<file path="src/tcm_pkg.sv">
// Purpose: shared constants for the 16-bit timer compare output stage
// Assumes: 100 MHz system clock, prescaler ticks supplied from outside
// Notes:   register offsets are word indices on the plain register port
package tcm_pkg;
  // ==========================================================
  // register offsets
  localparam logic [3:0] REG_CTRL   = 4'h0;
  localparam logic [3:0] REG_COUNT  = 4'h1;
  localparam logic [3:0] REG_CMPA   = 4'h2;
  localparam logic [3:0] REG_CMPB   = 4'h3;
  localparam logic [3:0] REG_CMPC   = 4'h4;
  localparam logic [3:0] REG_CAPT   = 4'h5;
  localparam logic [3:0] REG_FLAGS  = 4'h6;
  localparam logic [3:0] REG_FORCE  = 4'h7;
  localparam logic [3:0] REG_PORT   = 4'h8;
  // ==========================================================
  // control field positions
  localparam int CTRL_MODE_LSB = 0;
  localparam int CTRL_ACTA_LSB = 4;
  localparam int CTRL_ACTB_LSB = 6;
  localparam int CTRL_ACTC_LSB = 8;
  // flag bit positions
  localparam int FLG_OVF  = 0;
  localparam int FLG_CMPA = 1;
  localparam int FLG_CMPB = 2;
  localparam int FLG_CMPC = 3;
  localparam int FLG_CAPT = 4;
  // ==========================================================
  // reset values and modes
  localparam logic [15:0] RST_WORD   = 16'h0000;
  localparam logic [15:0] CNT_MAX    = 16'hffff;
  localparam logic [3:0]  MODE_NORM  = 4'h0;
  localparam logic [3:0]  MODE_CTCA  = 4'h4;
  localparam logic [3:0]  MODE_CTCI  = 4'hc;
  localparam logic [1:0]  ACT_NONE   = 2'h0;
  localparam logic [1:0]  ACT_TOGGLE = 2'h1;
  localparam logic [1:0]  ACT_CLEAR  = 2'h2;
  localparam logic [1:0]  ACT_SET    = 2'h3;
  localparam int          NUM_CH     = 3;
endpackage

</file>
<file path="src/tcm_out_latch.sv">
// Purpose: one compare output latch with pin override
// Assumes: tick, match and force come from the same clock domain
// Notes:   pwm action handling is outside this stage
`timescale 1ns/10ps
module tcm_out_latch
  import tcm_pkg::*;
(
  input  wire logic       clk_sys,
  input  wire logic       rst_n,
  input  wire logic       clkEn,
  input  wire logic       tick,
  input  wire logic       match,
  input  wire logic       force_compare_strobe,
  input  wire logic [1:0] compare_output_action_field,
  input  wire logic       portValue,
  input  wire logic       output_pin_direction_bit,
  output logic            compare_output_latch,
  output logic            pinOut,
  output logic            pinOe
);
  // ==========================================================
  // next latch value from the action field
  function automatic logic applyAct(input logic [1:0] act, input logic cur);
    case (act)
      ACT_TOGGLE: applyAct = ~cur;
      ACT_CLEAR:  applyAct = 1'b0;
      ACT_SET:    applyAct = 1'b1;
      default:    applyAct = cur;
    endcase
  endfunction

  wire logic doUpdate = (tick && match) ||
                        force_compare_strobe;
  wire logic next_latch = doUpdate ?
    applyAct(compare_output_action_field, compare_output_latch) :
    compare_output_latch;
  wire logic overrideOn = |compare_output_action_field;
  wire logic next_pin = overrideOn ? compare_output_latch : portValue;

  // ==========================================================
  // latch and pin registers
  always_ff @(posedge clk_sys) begin
    if (!rst_n) begin
      compare_output_latch <= 1'b0;
      pinOut               <= 1'b0;
      pinOe                <= 1'b0;
    end else if (clkEn) begin
      compare_output_latch <= next_latch;
      pinOut               <= next_pin & output_pin_direction_bit;
      pinOe                <= output_pin_direction_bit;
    end
  end

  a_latch_reset: assert property (@(posedge clk_sys) !rst_n |=>
    !compare_output_latch) else $error("latch not cleared");
  a_hold_none: assert property (@(posedge clk_sys) disable iff (!rst_n)
    clkEn && compare_output_action_field == ACT_NONE |=>
    $stable(compare_output_latch)) else $error("latch moved");
endmodule

</file>
<file path="src/tcm_counter.sv">
// Purpose: 16-bit counter for normal and clear-on-match modes
// Assumes: one tick pulse per prescaled timer clock
// Notes:   pwm counting modes hold the count
`timescale 1ns/10ps
module tcm_counter
  import tcm_pkg::*;
(
  input  wire logic        clk_sys,
  input  wire logic        rst_n,
  input  wire logic        clkEn,
  input  wire logic        tick,
  input  wire logic [3:0]  waveform_mode_select,
  input  wire logic        cntWrite,
  input  wire logic [15:0] cntWData,
  input  wire logic [15:0] topValue,
  output logic [15:0]      counter_value,
  output logic             wrapEvt
);
  // ==========================================================
  // counting sequence depends on mode and top value
  wire logic isCtc = (waveform_mode_select == MODE_CTCA) ||
                     (waveform_mode_select == MODE_CTCI);
  wire logic isNorm = waveform_mode_select == MODE_NORM;
  wire logic atTop = isCtc && (counter_value == topValue);
  wire logic atMax = counter_value == CNT_MAX;
  wire logic [15:0] next_count = atTop ? RST_WORD :
    counter_value + 16'h0001;

  always_ff @(posedge clk_sys) begin
    if (!rst_n) begin
      counter_value <= RST_WORD;
      wrapEvt       <= 1'b0;
    end else if (clkEn) begin
      wrapEvt <= 1'b0;
      if (cntWrite) begin
        counter_value <= cntWData;
      end else if (tick && (isNorm || isCtc)) begin
        counter_value <= next_count;
        wrapEvt       <= atMax && !atTop;
      end
    end
  end

  a_ctc_clear: assert property (@(posedge clk_sys) disable iff (!rst_n)
    clkEn && tick && !cntWrite && atTop |=> counter_value == RST_WORD)
    else $error("no clear at top");
  a_norm_inc: assert property (@(posedge clk_sys) disable iff (!rst_n)
    clkEn && tick && !cntWrite && isNorm |=>
    counter_value == $past(counter_value) + 16'h0001)
    else $error("normal not incrementing");
endmodule

</file>
<file path="src/tcm_timer16.sv">
// Purpose: compare output stage and non-pwm modes of a 16-bit timer
// Assumes: timerTick from a prescaler on clk_sys, pins synchronised here
// Notes:   registers on a plain port, read data one cycle after strobe
//
// Local design decisions: the register addresses and strobed register access.
`timescale 1ns/10ps
module tcm_timer16
  import tcm_pkg::*;
#(
  parameter int CH = NUM_CH
)
(
  input  wire logic        clk_sys,
  input  wire logic        rst_n,
  input  wire logic        clkEn,
  input  wire logic        timerTick,
  input  wire logic [3:0]  regAddr,
  input  wire logic [15:0] regWData,
  input  wire logic        regWr,
  input  wire logic        regRd,
  input  wire logic        ovfIntAck,
  input  wire logic        capIntAck,
  input  wire logic        captureEvt,
  input  wire logic [2:0]  portValuePin,
  input  wire logic [2:0]  pinDirPin,
  output logic [15:0]      regRData,
  output logic [2:0]       pinOut,
  output logic [2:0]       pinOe,
  output logic [2:0]       compare_output_latch
);
  // ==========================================================
  // pin synchronisers
  logic [2:0] portMeta;
  logic [2:0] portSync;
  logic [2:0] dirMeta;
  logic [2:0] dirSync;
  always_ff @(posedge clk_sys) begin
    if (!rst_n) begin
      portMeta <= 3'h0;
      portSync <= 3'h0;
      dirMeta  <= 3'h0;
      dirSync  <= 3'h0;
    end else if (clkEn) begin
      portMeta <= portValuePin;
      portSync <= portMeta;
      dirMeta  <= pinDirPin;
      dirSync  <= dirMeta;
    end
  end

  // ==========================================================
  // registers
  logic [15:0] ctrl;
  logic [15:0] cmpVal [CH];
  logic [15:0] capture_value;
  logic        overflow_flag;
  logic [2:0]  channel_match_flag;
  logic        capture_flag;
  logic        blockNext;
  logic [2:0]  forceReq;
  logic [15:0] counter_value;
  logic        wrapEvt;

  wire logic [3:0] waveform_mode_select = ctrl[CTRL_MODE_LSB +: 4];
  wire logic [1:0] actField [CH];
  assign actField[0] = ctrl[CTRL_ACTA_LSB +: 2];
  assign actField[1] = ctrl[CTRL_ACTB_LSB +: 2];
  assign actField[2] = ctrl[CTRL_ACTC_LSB +: 2];

  wire logic wrCtrl  = regWr && regAddr == REG_CTRL;
  wire logic wrCount = regWr && regAddr == REG_COUNT;
  wire logic wrCapt  = regWr && regAddr == REG_CAPT;
  wire logic wrFlags = regWr && regAddr == REG_FLAGS;
  wire logic wrForce = regWr && regAddr == REG_FORCE;
  wire logic isPwm = !(waveform_mode_select == MODE_NORM ||
                       waveform_mode_select == MODE_CTCA ||
                       waveform_mode_select == MODE_CTCI);
  wire logic modeCapTop = waveform_mode_select == MODE_CTCI;
  wire logic [15:0] topValue = modeCapTop ? capture_value : cmpVal[0];
  wire logic tickNow = clkEn && timerTick;

  // ==========================================================
  // comparators with write blocking
  logic [2:0] chMatch;
  always_comb begin
    for (int i = 0; i < CH; i++) begin
      chMatch[i] = (counter_value == cmpVal[i]) && !blockNext;
    end
  end
  wire logic capTopMatch = modeCapTop && (counter_value == capture_value) &&
                           !blockNext;
  // a count write also hides the top match from the counter
  wire logic [15:0] topGated = blockNext ? ~counter_value : topValue;

  // force applies only outside pwm modes
  wire logic [2:0] next_force = (wrForce && !isPwm) ? regWData[2:0] :
                                3'h0;

  // ==========================================================
  // register writes
  always_ff @(posedge clk_sys) begin
    if (!rst_n) begin
      ctrl          <= RST_WORD;
      capture_value <= RST_WORD;
      forceReq      <= 3'h0;
      for (int i = 0; i < CH; i++) begin
        cmpVal[i] <= RST_WORD;
      end
    end else if (clkEn) begin
      forceReq <= next_force;
      if (wrCtrl) begin
        ctrl <= regWData;
      end
      if (wrCapt) begin
        capture_value <= regWData;
      end
      for (int i = 0; i < CH; i++) begin
        if (regWr && regAddr == REG_CMPA + 4'(i)) begin
          cmpVal[i] <= regWData;
        end
      end
    end
  end

  // counter write blocks matches until the next tick has passed
  always_ff @(posedge clk_sys) begin
    if (!rst_n) begin
      blockNext <= 1'b0;
    end else if (clkEn) begin
      if (wrCount) begin
        blockNext <= 1'b1;
      end else if (timerTick) begin
        blockNext <= 1'b0;
      end
    end
  end

  // ==========================================================
  // flags: hardware set wins over software or acknowledge clear
  wire logic [2:0] setMatch = tickNow ? chMatch : 3'h0;
  wire logic setOvf = clkEn && wrapEvt;
  wire logic setCap = (tickNow && capTopMatch) || (clkEn && captureEvt);
  always_ff @(posedge clk_sys) begin
    if (!rst_n) begin
      overflow_flag      <= 1'b0;
      channel_match_flag <= 3'h0;
      capture_flag       <= 1'b0;
    end else if (clkEn) begin
      if (setOvf) begin
        overflow_flag <= 1'b1;
      end else if (ovfIntAck || (wrFlags && regWData[FLG_OVF])) begin
        overflow_flag <= 1'b0;
      end
      for (int i = 0; i < CH; i++) begin
        if (setMatch[i]) begin
          channel_match_flag[i] <= 1'b1;
        end else if (wrFlags && regWData[FLG_CMPA + i]) begin
          channel_match_flag[i] <= 1'b0;
        end
      end
      if (setCap) begin
        capture_flag <= 1'b1;
      end else if (capIntAck || (wrFlags && regWData[FLG_CAPT])) begin
        capture_flag <= 1'b0;
      end
    end
  end

  // ==========================================================
  // read port
  logic [15:0] rdMux;
  always_comb begin
    case (regAddr)
      REG_CTRL:  rdMux = ctrl;
      REG_COUNT: rdMux = counter_value;
      REG_CMPA:  rdMux = cmpVal[0];
      REG_CMPB:  rdMux = cmpVal[1];
      REG_CMPC:  rdMux = cmpVal[2];
      REG_CAPT:  rdMux = capture_value;
      REG_FLAGS: rdMux = {11'h000, capture_flag, channel_match_flag,
                          overflow_flag};
      REG_PORT:  rdMux = {10'h000, dirSync, compare_output_latch};
      default:   rdMux = RST_WORD;
    endcase
  end
  always_ff @(posedge clk_sys) begin
    if (!rst_n) begin
      regRData <= RST_WORD;
    end else if (clkEn) begin
      regRData <= regRd ? rdMux : RST_WORD;
    end
  end

  // ==========================================================
  // counter and output channels
  tcm_counter u_counter (
    .clk_sys              (clk_sys),
    .rst_n                (rst_n),
    .clkEn                (clkEn),
    .tick                 (timerTick),
    .waveform_mode_select (waveform_mode_select),
    .cntWrite             (wrCount),
    .cntWData             (regWData),
    .topValue             (topGated),
    .counter_value        (counter_value),
    .wrapEvt              (wrapEvt)
  );

  for (genvar g = 0; g < CH; g++) begin : gCh
    tcm_out_latch u_latch (
      .clk_sys                     (clk_sys),
      .rst_n                       (rst_n),
      .clkEn                       (clkEn),
      .tick                        (timerTick && !isPwm),
      .match                       (chMatch[g]),
      .force_compare_strobe        (forceReq[g]),
      .compare_output_action_field (actField[g]),
      .portValue                   (portSync[g]),
      .output_pin_direction_bit    (dirSync[g]),
      .compare_output_latch        (compare_output_latch[g]),
      .pinOut                      (pinOut[g]),
      .pinOe                       (pinOe[g])
    );
  end

  // ==========================================================
  // checks
  a_ovf_wrap: assert property (@(posedge clk_sys) disable iff (!rst_n)
    clkEn && tickNow && !isPwm && !wrCount && counter_value == CNT_MAX &&
    !(waveform_mode_select != MODE_NORM && counter_value == topValue)
    |=> ##1 overflow_flag) else $error("overflow flag missing");
  a_match_flag: assert property (@(posedge clk_sys) disable iff (!rst_n)
    tickNow && chMatch[0] |=> channel_match_flag[0])
    else $error("match flag not set");
  a_write_block: assert property (@(posedge clk_sys) disable iff (!rst_n)
    clkEn && wrCount |=> !chMatch[0] && !chMatch[1] && !chMatch[2])
    else $error("match not blocked");
  a_force_noflag: assert property (@(posedge clk_sys) disable iff (!rst_n)
    clkEn && forceReq[0] && !setMatch[0] && !channel_match_flag[0] &&
    !(wrFlags) |=> !channel_match_flag[0])
    else $error("force set flag");
  a_ovf_ack: assert property (@(posedge clk_sys) disable iff (!rst_n)
    clkEn && ovfIntAck && !setOvf |=> !overflow_flag)
    else $error("overflow not cleared");
  a_pin_dir: assert property (@(posedge clk_sys) disable iff (!rst_n)
    !pinOe[0] |-> !pinOut[0]) else $error("pin driven as input");

  // ==========================================================
  // further checks on pins, flags, force, counting, registers and freeze
  a_cap_top: assert property (@(posedge clk_sys) disable iff (!rst_n)
    tickNow && capTopMatch |=> capture_flag)
    else $error("capture top flag missing");
  a_match_b: assert property (@(posedge clk_sys) disable iff (!rst_n)
    tickNow && chMatch[1] |=> channel_match_flag[1])
    else $error("match flag b not set");
  a_match_c: assert property (@(posedge clk_sys) disable iff (!rst_n)
    tickNow && chMatch[2] |=> channel_match_flag[2])
    else $error("match flag c not set");
  a_ack_cap: assert property (@(posedge clk_sys) disable iff (!rst_n)
    clkEn && capIntAck && !setCap |=> !capture_flag)
    else $error("capture flag not cleared");
  a_flags_rst: assert property (@(posedge clk_sys) !rst_n |=>
    !overflow_flag && !capture_flag && channel_match_flag == 3'h0)
    else $error("flags not cleared by reset");
  a_force_pwm: assert property (@(posedge clk_sys) disable iff (!rst_n)
    clkEn && isPwm |=> forceReq == 3'h0)
    else $error("force taken in pwm mode");
  a_force_set: assert property (@(posedge clk_sys) disable iff (!rst_n)
    clkEn && forceReq[0] && actField[0] == ACT_SET |=> compare_output_latch[0])
    else $error("forced set missing");
  a_force_clear: assert property (@(posedge clk_sys) disable iff (!rst_n)
    clkEn && forceReq[0] && actField[0] == ACT_CLEAR |=> !compare_output_latch[0])
    else $error("forced clear missing");
  a_block_top: assert property (@(posedge clk_sys) disable iff (!rst_n)
    tickNow && blockNext && !wrCount && !isPwm && counter_value != CNT_MAX
    |=> counter_value == $past(counter_value) + 16'h0001)
    else $error("blocked tick did not count");
  a_latch_pin: assert property (@(posedge clk_sys) disable iff (!rst_n)
    clkEn && actField[0] != ACT_NONE && dirSync[0] |=>
    pinOut[0] == $past(compare_output_latch[0]))
    else $error("latch not on pin");
  a_port_pin: assert property (@(posedge clk_sys) disable iff (!rst_n)
    clkEn && actField[0] == ACT_NONE && dirSync[0] |=>
    pinOut[0] == $past(portSync[0]))
    else $error("port value not on pin");
  a_oe_follow: assert property (@(posedge clk_sys) disable iff (!rst_n)
    clkEn |=> pinOe == $past(dirSync))
    else $error("enable not following direction");
  a_rd_idle: assert property (@(posedge clk_sys) disable iff (!rst_n)
    clkEn && !regRd |=> regRData == RST_WORD)
    else $error("read data outside read cycle");
  a_freeze_state: assert property (@(posedge clk_sys) disable iff (!rst_n)
    !clkEn |=> $stable(counter_value) && $stable(ctrl) &&
    $stable(compare_output_latch))
    else $error("state moved while frozen");
  a_cmp_clear: assert property (@(posedge clk_sys) disable iff (!rst_n)
    clkEn && wrFlags && regWData[FLG_CMPA] && !setMatch[0] |=> !channel_match_flag[0])
    else $error("match flag not cleared");
  a_ovf_clear: assert property (@(posedge clk_sys) disable iff (!rst_n)
    clkEn && wrFlags && regWData[FLG_OVF] && !setOvf |=> !overflow_flag)
    else $error("overflow flag not cleared by write");
  a_ctrl_write: assert property (@(posedge clk_sys) disable iff (!rst_n)
    clkEn && wrCtrl |=> ctrl == $past(regWData))
    else $error("control write lost");
  a_cap_evt: assert property (@(posedge clk_sys) disable iff (!rst_n)
    clkEn && captureEvt |=> capture_flag)
    else $error("capture event flag missing");

  // ==========================================================
  // scenario covers
  c_force: cover property (@(posedge clk_sys)
    clkEn && forceReq[0]);
  c_cap_top: cover property (@(posedge clk_sys)
    tickNow && capTopMatch);
  c_toggle: cover property (@(posedge clk_sys)
    compare_output_latch[0] ##[1:20] !compare_output_latch[0]);
  c_ctc_top: cover property (@(posedge clk_sys)
    tickNow && waveform_mode_select == MODE_CTCA && chMatch[0]);
  c_wrap: cover property (@(posedge clk_sys) setOvf);
endmodule

</file>
<file path="config.mk">
export PLATFORM = sky130hd
export DESIGN_NAME = tcm_timer16
export DESIGN_NICKNAME = d
export VERILOG_FILES = /design/src/tcm_pkg.sv /design/src/tcm_out_latch.sv /design/src/tcm_counter.sv /design/src/tcm_timer16.sv
export SDC_FILE = /design/constraint.sdc
export NUM_CORES = 1
export LEC_CHECK = 0
export BUFFER_PORTS_ARGS = -buffer_cell sky130_fd_sc_hd__buf_2
export CORE_UTILIZATION = 50
export DETAILED_ROUTE_END_ITERATION = 10
export GPL_TIMING_DRIVEN = 0
export PLACE_DENSITY = 0.69
export SETUP_SLACK_MARGIN = 0.2
export SYNTH_ARGS = -nofsm -noshare
export SYNTH_HDL_FRONTEND = slang
export SYNTH_SLANG_ARGS = --single-unit
</file>
<file path="constraint.sdc">
create_clock -name clk_sys -period 2.39 [get_ports clk_sys]
set_input_delay 0.1195 -clock clk_sys [delete_from_list [all_inputs] [get_ports clk_sys]]
set_output_delay 0.1195 -clock clk_sys [all_outputs]
set_load 0.03 [all_outputs]
</file>
== Word level (Yosys, flattened, before mapping) ==
Memory sizes are Yosys's and may differ from the RTL's.
Index checks and enable logic that the tools add are counted.
Word-level totals
  word-level logic and storage cells: 176
  register bits after elaboration: 95
  ROM bits: 0
  input bits: 35
  bits in latches: 0
  memories kept: 1
  bits in writable memories: 48
  output and inout port bits: 25
Cells by class
  $add $sub $neg: 1
  bitwise gates (word level): 10
  equal/unequal tests: 25
  divide/modulo/power cells: 0
  multipliers: 0
  $lt $le $gt $ge: 0
  shifts and indexed selects: 0
  reduce and logical (&&, ||, !) cells: 69
  muxes and demuxes: 45
Memory list
  cmpVal: depth 3, bits a word 16, read ports 3, clocked after Yosys merged registers in 0, write ports 3, RTL line tcm_timer16.sv:54  | logic [15:0] cmpVal [CH];
Operators with widths (number)
  16-bit 2-to-1 mux: 9
  16-bit case mux with 8 select lines: 1
  16-bit equality test: 5
  1-bit logical AND: 30
  1-bit 2-to-1 mux: 30
  4-bit by 3-bit equality test with 1-bit output (second input constant): 5
  2-bit AND reduction: 9
  16-bit by 1-bit adder with 16-bit output (second input constant): 1
  16-bit equality test (second input constant): 1
  16-bit NOT: 1
  2-bit nonzero test: 7
  2-bit equality test (second input constant): 6
  1-bit logical OR: 10
  1-bit case mux with 3 select lines: 3
  3-bit AND reduction: 3
  3-bit nonzero test: 3
  4-bit by 2-bit equality test with 1-bit output (second input constant): 2
  4-bit equality test (second input constant): 2
  4-bit logical NOT: 2
  2-bit by 1-bit equality test with 1-bit output (second input constant): 3
  3-bit 2-to-1 mux: 2
  2-bit OR reduction: 3
  4-bit by 1-bit equality test with 1-bit output (second input constant): 1
  1-bit bitwise AND: 3
  other kinds (3): 8

== Longest topological paths before layout ==
  word-level depth: 9
  gate-level depth with buffers: 10
  mapped depth without buffers: 8

== Hierarchy ==
A second synthesis with hierarchy kept.
Unflattened totals
  cells, all modules: 841
  area, all modules: 7855.0 um^2
By module, submodules not included
  tcm_timer16: times used 1, sequential area each 2822.7 um^2, area each 6114.6 um^2, cells each 628
  tcm_counter: times used 1, sequential area each 340.3 um^2, area each 1297.5 um^2, cells each 165
  tcm_out_latch: times used 3, sequential area each 60.1 um^2, area each 147.6 um^2, cells each 16

== Worst setup path before layout ==
No wires, ideal clock.
  path type: reg2reg
  start: reg u_counter.counter_value[8]
  end: reg gCh[0].u_latch.compare_output_latch
  cell stages (with the launch flop): 9
  arrival time: 2061 ps
  path buffers: 1
  data required time: 2323 ps
  clock period less this slack: 2129 ps
  setup time: 67 ps
  path slack: 261 ps
  cell sequence: dfxtp_1 -> buf_6 -> xor2_1 -> a2111o_1 -> a2111oi_2 -> nand4_1 -> o31a_1 -> mux2_4 -> a21oi_2
Between the ends
  cells in the longest elaborated chain, start to end: 5
RTL lines
  start: declaration: RTL line tcm_counter.sv:16  | output logic [15:0] counter_value,
  start signal: assignment: RTL line tcm_counter.sv:36  | counter_value <= cntWData;
  start signal: assignment: RTL line tcm_counter.sv:38  | counter_value <= next_count;
  16-bit equality test: RTL line tcm_timer16.sv:87  | chMatch[i] = (counter_value == cmpVal[i]) && !blockNext;
  1-bit logical AND: RTL line tcm_timer16.sv:87
  1-bit logical AND: RTL line tcm_out_latch.sv:32  | wire logic doUpdate = (tick && match) ||
  1-bit logical OR: RTL line tcm_out_latch.sv:32
  3-bit AND reduction (no line)
  end signal: assignment: RTL line tcm_out_latch.sv:48  | compare_output_latch <= next_latch;
  end: declaration: RTL line tcm_out_latch.sv:17  | output logic compare_output_latch,
No other way between the ends.
A chain may end at the register's enable or synchronous reset.

== Worst setup path after layout ==
  start: in regAddr[1]
  end: reg u_counter.counter_value[3]
Between the ends
  cells in the longest elaborated chain, start to end: 4
  elaborated cells on any way between the ends: 5
  those cells by class: 1 x eq/ne; 1 x mux; 3 x reduce/logical
RTL lines
  start: declaration: RTL line tcm_timer16.sv:17  | input wire logic [3:0] regAddr,
  4-bit by 1-bit equality test with 1-bit output (*): RTL line tcm_timer16.sv:71  | wire logic wrCount = regWr && regAddr == REG_COUNT;
  1-bit logical AND (*): RTL line tcm_timer16.sv:71
  2-bit nonzero test (no line)
  2-bit AND reduction (no line)
Every way passes the cells marked *; elsewhere a longest branch is shown, timed or not.

==> summary.md <==
The run finished, with violations left. The checks that failed: setup timing. The total of endpoints with negative setup slack in the final report was 8; the leftover overflow at the end of global routing was 0. After synthesis the netlist holds a flip-flop and latch count of 143. For this run, the total global-route usage over all layers was measured as 34.8%. For this design the ratio of total power to cell area is 643 nW/um2. The detail route stage leaves a number of antenna-violating nets equal to 0. The cell leakage power came out at 3.25 nW.

The tools report the largest net degree at the start of global routing as 17. The number of pins exceeding their max-slew limit in the final report came out at 0. The critical path is of the input port to flop type.

The worst-case IR drop observed on VDD is 0.518 mV. Number of enable flip-flop cells after synthesis: 48. The sequential cell area in the final layout was 3340 um2; the initial antenna violation count was 0.

In this run the cell area of the synthesized design comes to 7200 um2. The worst hold path terminates at ctrl[8]$_SDFFE_PN0P_. The most utilized layer in the global route result was met2. The startpoint of the worst hold path was regWData[8]. After synthesis, flip-flops and latches occupy 46.5% of the total area.

The slew of the pin with the lowest slew margin is 0.991 ns. For flop-to-flop paths, the worst setup slack is 0 ns. After routing the design area is 8900 um2.

In the final layout, the multi-input gates occupy 3780 um2. For met1 alone, demand over resource in global routing was 43.8%. The cell count after synthesis came out at 802. The post-route minimum period came out at 2.43 ns. After the last flow step, the layout net total stands at 945. The run gives 0.44 ns as the clock latency of the later-clocked register in the worst-skew pair. The first TritonRoute pass finished after 7 iterations.

For the final database, setup skew stands at 0.00785 ns. The tightest min-delay check is of the input port to flop type. The floorplan step defined a core boundary enclosing 13900 um2. The worst-case headroom to the max-slew limit is 33.6%.

After floorplanning, the core was divided into 43 placement rows. The design draws 5.73 mW. The run gives 1.01 as the routability congestion estimate.

Across all hold checks on the routed design, the worst slack comes to 0.0184 ns. The run gives 65 as the unique cell type count in the Yosys netlist. The count of pins on the block boundary was 60. The global routing met3 resource utilization is 7.87%. Counting cells, the worst reg-to-reg path comes to 10. Counting instances, the worst hold path has a depth of 3. The filler cells instantiated in the layout total 1159. The per-instance average area after synthesis is 8.97 um2, and the aggregate negative setup slack is -0.200 ns.

The mean number of vias per cell works out to 6.36. The final core utilization was 63.9%. In this run the critical register-to-register path is launched from cmpVal[0][12]$_DFFE_PP_.

The floorplan die width is 122 um, and the count of clock tree sinks is 143. After detailed placement, the total cell area comes to 7710 um2. The number of nets handed over by synthesis was 838.

Once placement completed, the tool counted placed cells totaling 1039. Among all flip-flop cells after synthesis, the most frequent one is dfxtp_1. In this run the clock root is driven by a clkbuf_16.

The clock passes through at most 2 buffers. STA puts the critical path data arrival time at 2.81 ns. For the required time of the critical path, the log shows 2.77 ns.

Across the run, the number of max-cap violations was 0. The H-tree was split into 4 levels. The die covers 14900 um2. The logs give 0 for the number of warnings issued by yosys and -0.832 ns for the worst setup timing slack at the placement stage.

Along the worst path, the maximum fanout reaches 10. STA classifies the critical path endpoint as a flop. Of the cells placed in the final design, the portion with a size suffix greater than 1 is 20.1%. Leaving out fill and tap cells, the most frequent cells in the layout are 125 x nand2_1, 95 x dfxtp_1, 66 x a21oi_1, 59 x buf_2, 48 x edfxtp_1.

The library cell used most frequently in the layout, excluding fill and tap cells, is nand2_1. Measured along the y axis, the die boundary spans 122 um. In this run the critical register-to-register path is captured at u_counter.counter_value[2]$_SDFFE_PN0P_.

The area growth from synthesis to layout is 23.7%. The clock transition at the registers of the reported paths works out to 0.06 ns. Global routing consumed, on the met2 layer, 55.2% of the routing resources.

After synthesis, the share of flip-flops with an asynchronous set or reset is 0%. The least setup slack across all paths after layout came out at -0.0389 ns. After detailed routing, the number of remaining DRC violations is 0. After synthesis, the cell types taking the most area are dfxtp_1 26%, edfxtp_1 20%, nand2_1 6.7%.

The detailed router finished its first iteration with 989 violations. Summed over its instances, the top area cell type makes up 26.4% of the synthesized netlist area. The total number of vias is 7014, and the total of buffers placed on input and output ports is 57.

The first global-routing pass estimated 37400 um of wire. The most area-hungry cell type in the Yosys netlist is dfxtp_1. Timing would allow up to 412 MHz. For the number of hold violations in the final report, the log shows 0. TritonCTS built the clock tree. The run gives 1102 as the number of non-filler instances in the completed layout.

Clock tree synthesis inserted a total of 17 buffers. The sum of routed wire length over all layers was 25400 um. Summed over all nets, the half-perimeter wirelength after detailed placement is 18000 um.

The run gives 6548 as the via count of the first global-routing pass. The number of antenna diodes in the final layout is 0. Final worst-path cycle share: 102%. Kind of start point of the critical path: an input port. Setup repair after global routing could not meet its margin everywhere. The starting density of the core is 51.6%, and the average wire per standard cell is 23.1 um.
[logic make-up after synthesis]
group           Yosys count  synth area share (%)
fa+ha+maj                 1                 0.174
compound gates          209                  18.9
buf+inv                  77                  4.64
xor+xnor                 60                  7.30
flops                   143                  46.5
simple gates            290                  19.4
mux                      22                  3.15
[where the power goes]
part,internal (mW),switching (mW),total [mW],leakage (nW)
combinational,0.204,0.375,0.580,1.76
sequential,2.59,0.0760,2.67,1.23
clock,1.37,1.11,2.48,0.263
[cell usage after synthesis (all sizes together) (13+ instances only)]
cell,number
edfxtp,48
nor2,48
a22oi,39
xor2,34
buf,16
and2,23
nand2,128
a31oi,21
a21oi,76
clkbuf,51
o21ai,26
dfxtp,95
xnor2,26
nor3,13
nand3,19
mux2i,20
[final cells by class]
| type | instances | area share [%] |
|---|---|---|
| multi-input combinational | 582 | 42.5 |
| sequential | 143 | 37.6 |
| timing repair buffer | 88 | 6.86 |
| clock buffer | 19 | 4.98 |
| buffer | 67 | 4.02 |
| tap | 180 | 2.53 |
| clock inverter | 13 | 1.15 |
| inverter | 10 | 0.422 |
[per-layer routing]
layer	wire (um)	vias up	share of wire, %
li1	-	3084	-
met1	9570	3329	38
met2	11800	501	46
met3	2700	100	11
met4	1360	0	5.3
met5	0	-	0
[timing repair]
| action | 4_1_cts | 5_1_grt |
|---|---|---|
| setup endpoints to repair | 127 | 130 |
| pin swaps | 18 | 20 |
| hold endpoints to repair | 28 | 0 |
| hold buffers | 18 | 0 |
| gates resized for setup | 62 | 51 |
| buffers inserted | 6 | 6 |
| gates cloned | 1 | 0 |
[registers in the layout, summed over array words and instances (netlist names), 16 cells and up]
register                 cells
capture_value               16
cmpVal                      48
ctrl                        16
regRData                    16
u_counter.counter_value     16
[how the worst max path moves through the flow]
stage                                            startpoint                                                to  depth (start not counted)
finish                                           regAddr[1]           u_counter.counter_value[3]$_SDFFE_PN0P_                          9
global route                                     regAddr[1]           u_counter.counter_value[3]$_SDFFE_PN0P_                          9
CTS                                 cmpVal[0][12]$_DFFE_PP_  gCh[0].u_latch.compare_output_latch$_SDFFE_PN0P_                          7
detailed placement                               regAddr[2]                            cmpVal[0][7]$_DFFE_PP_                          8
global placement                                 regAddr[2]                            cmpVal[0][7]$_DFFE_PP_                          8
floorplan           u_counter.counter_value[8]$_SDFFE_PN0P_  gCh[0].u_latch.compare_output_latch$_SDFFE_PN0P_                          8
[critical path: stages]
cell	delay, ns
buf_2	0.14
nand2b_1	0.24
nor3_2	0.78
and2_1	0.23
clkbuf_1	0.44
clkbuf_1	0.46
nand2_1	0.09
o21ai_0	0.18
o21a_1	0.12
(Power assumes the default switching activity.)
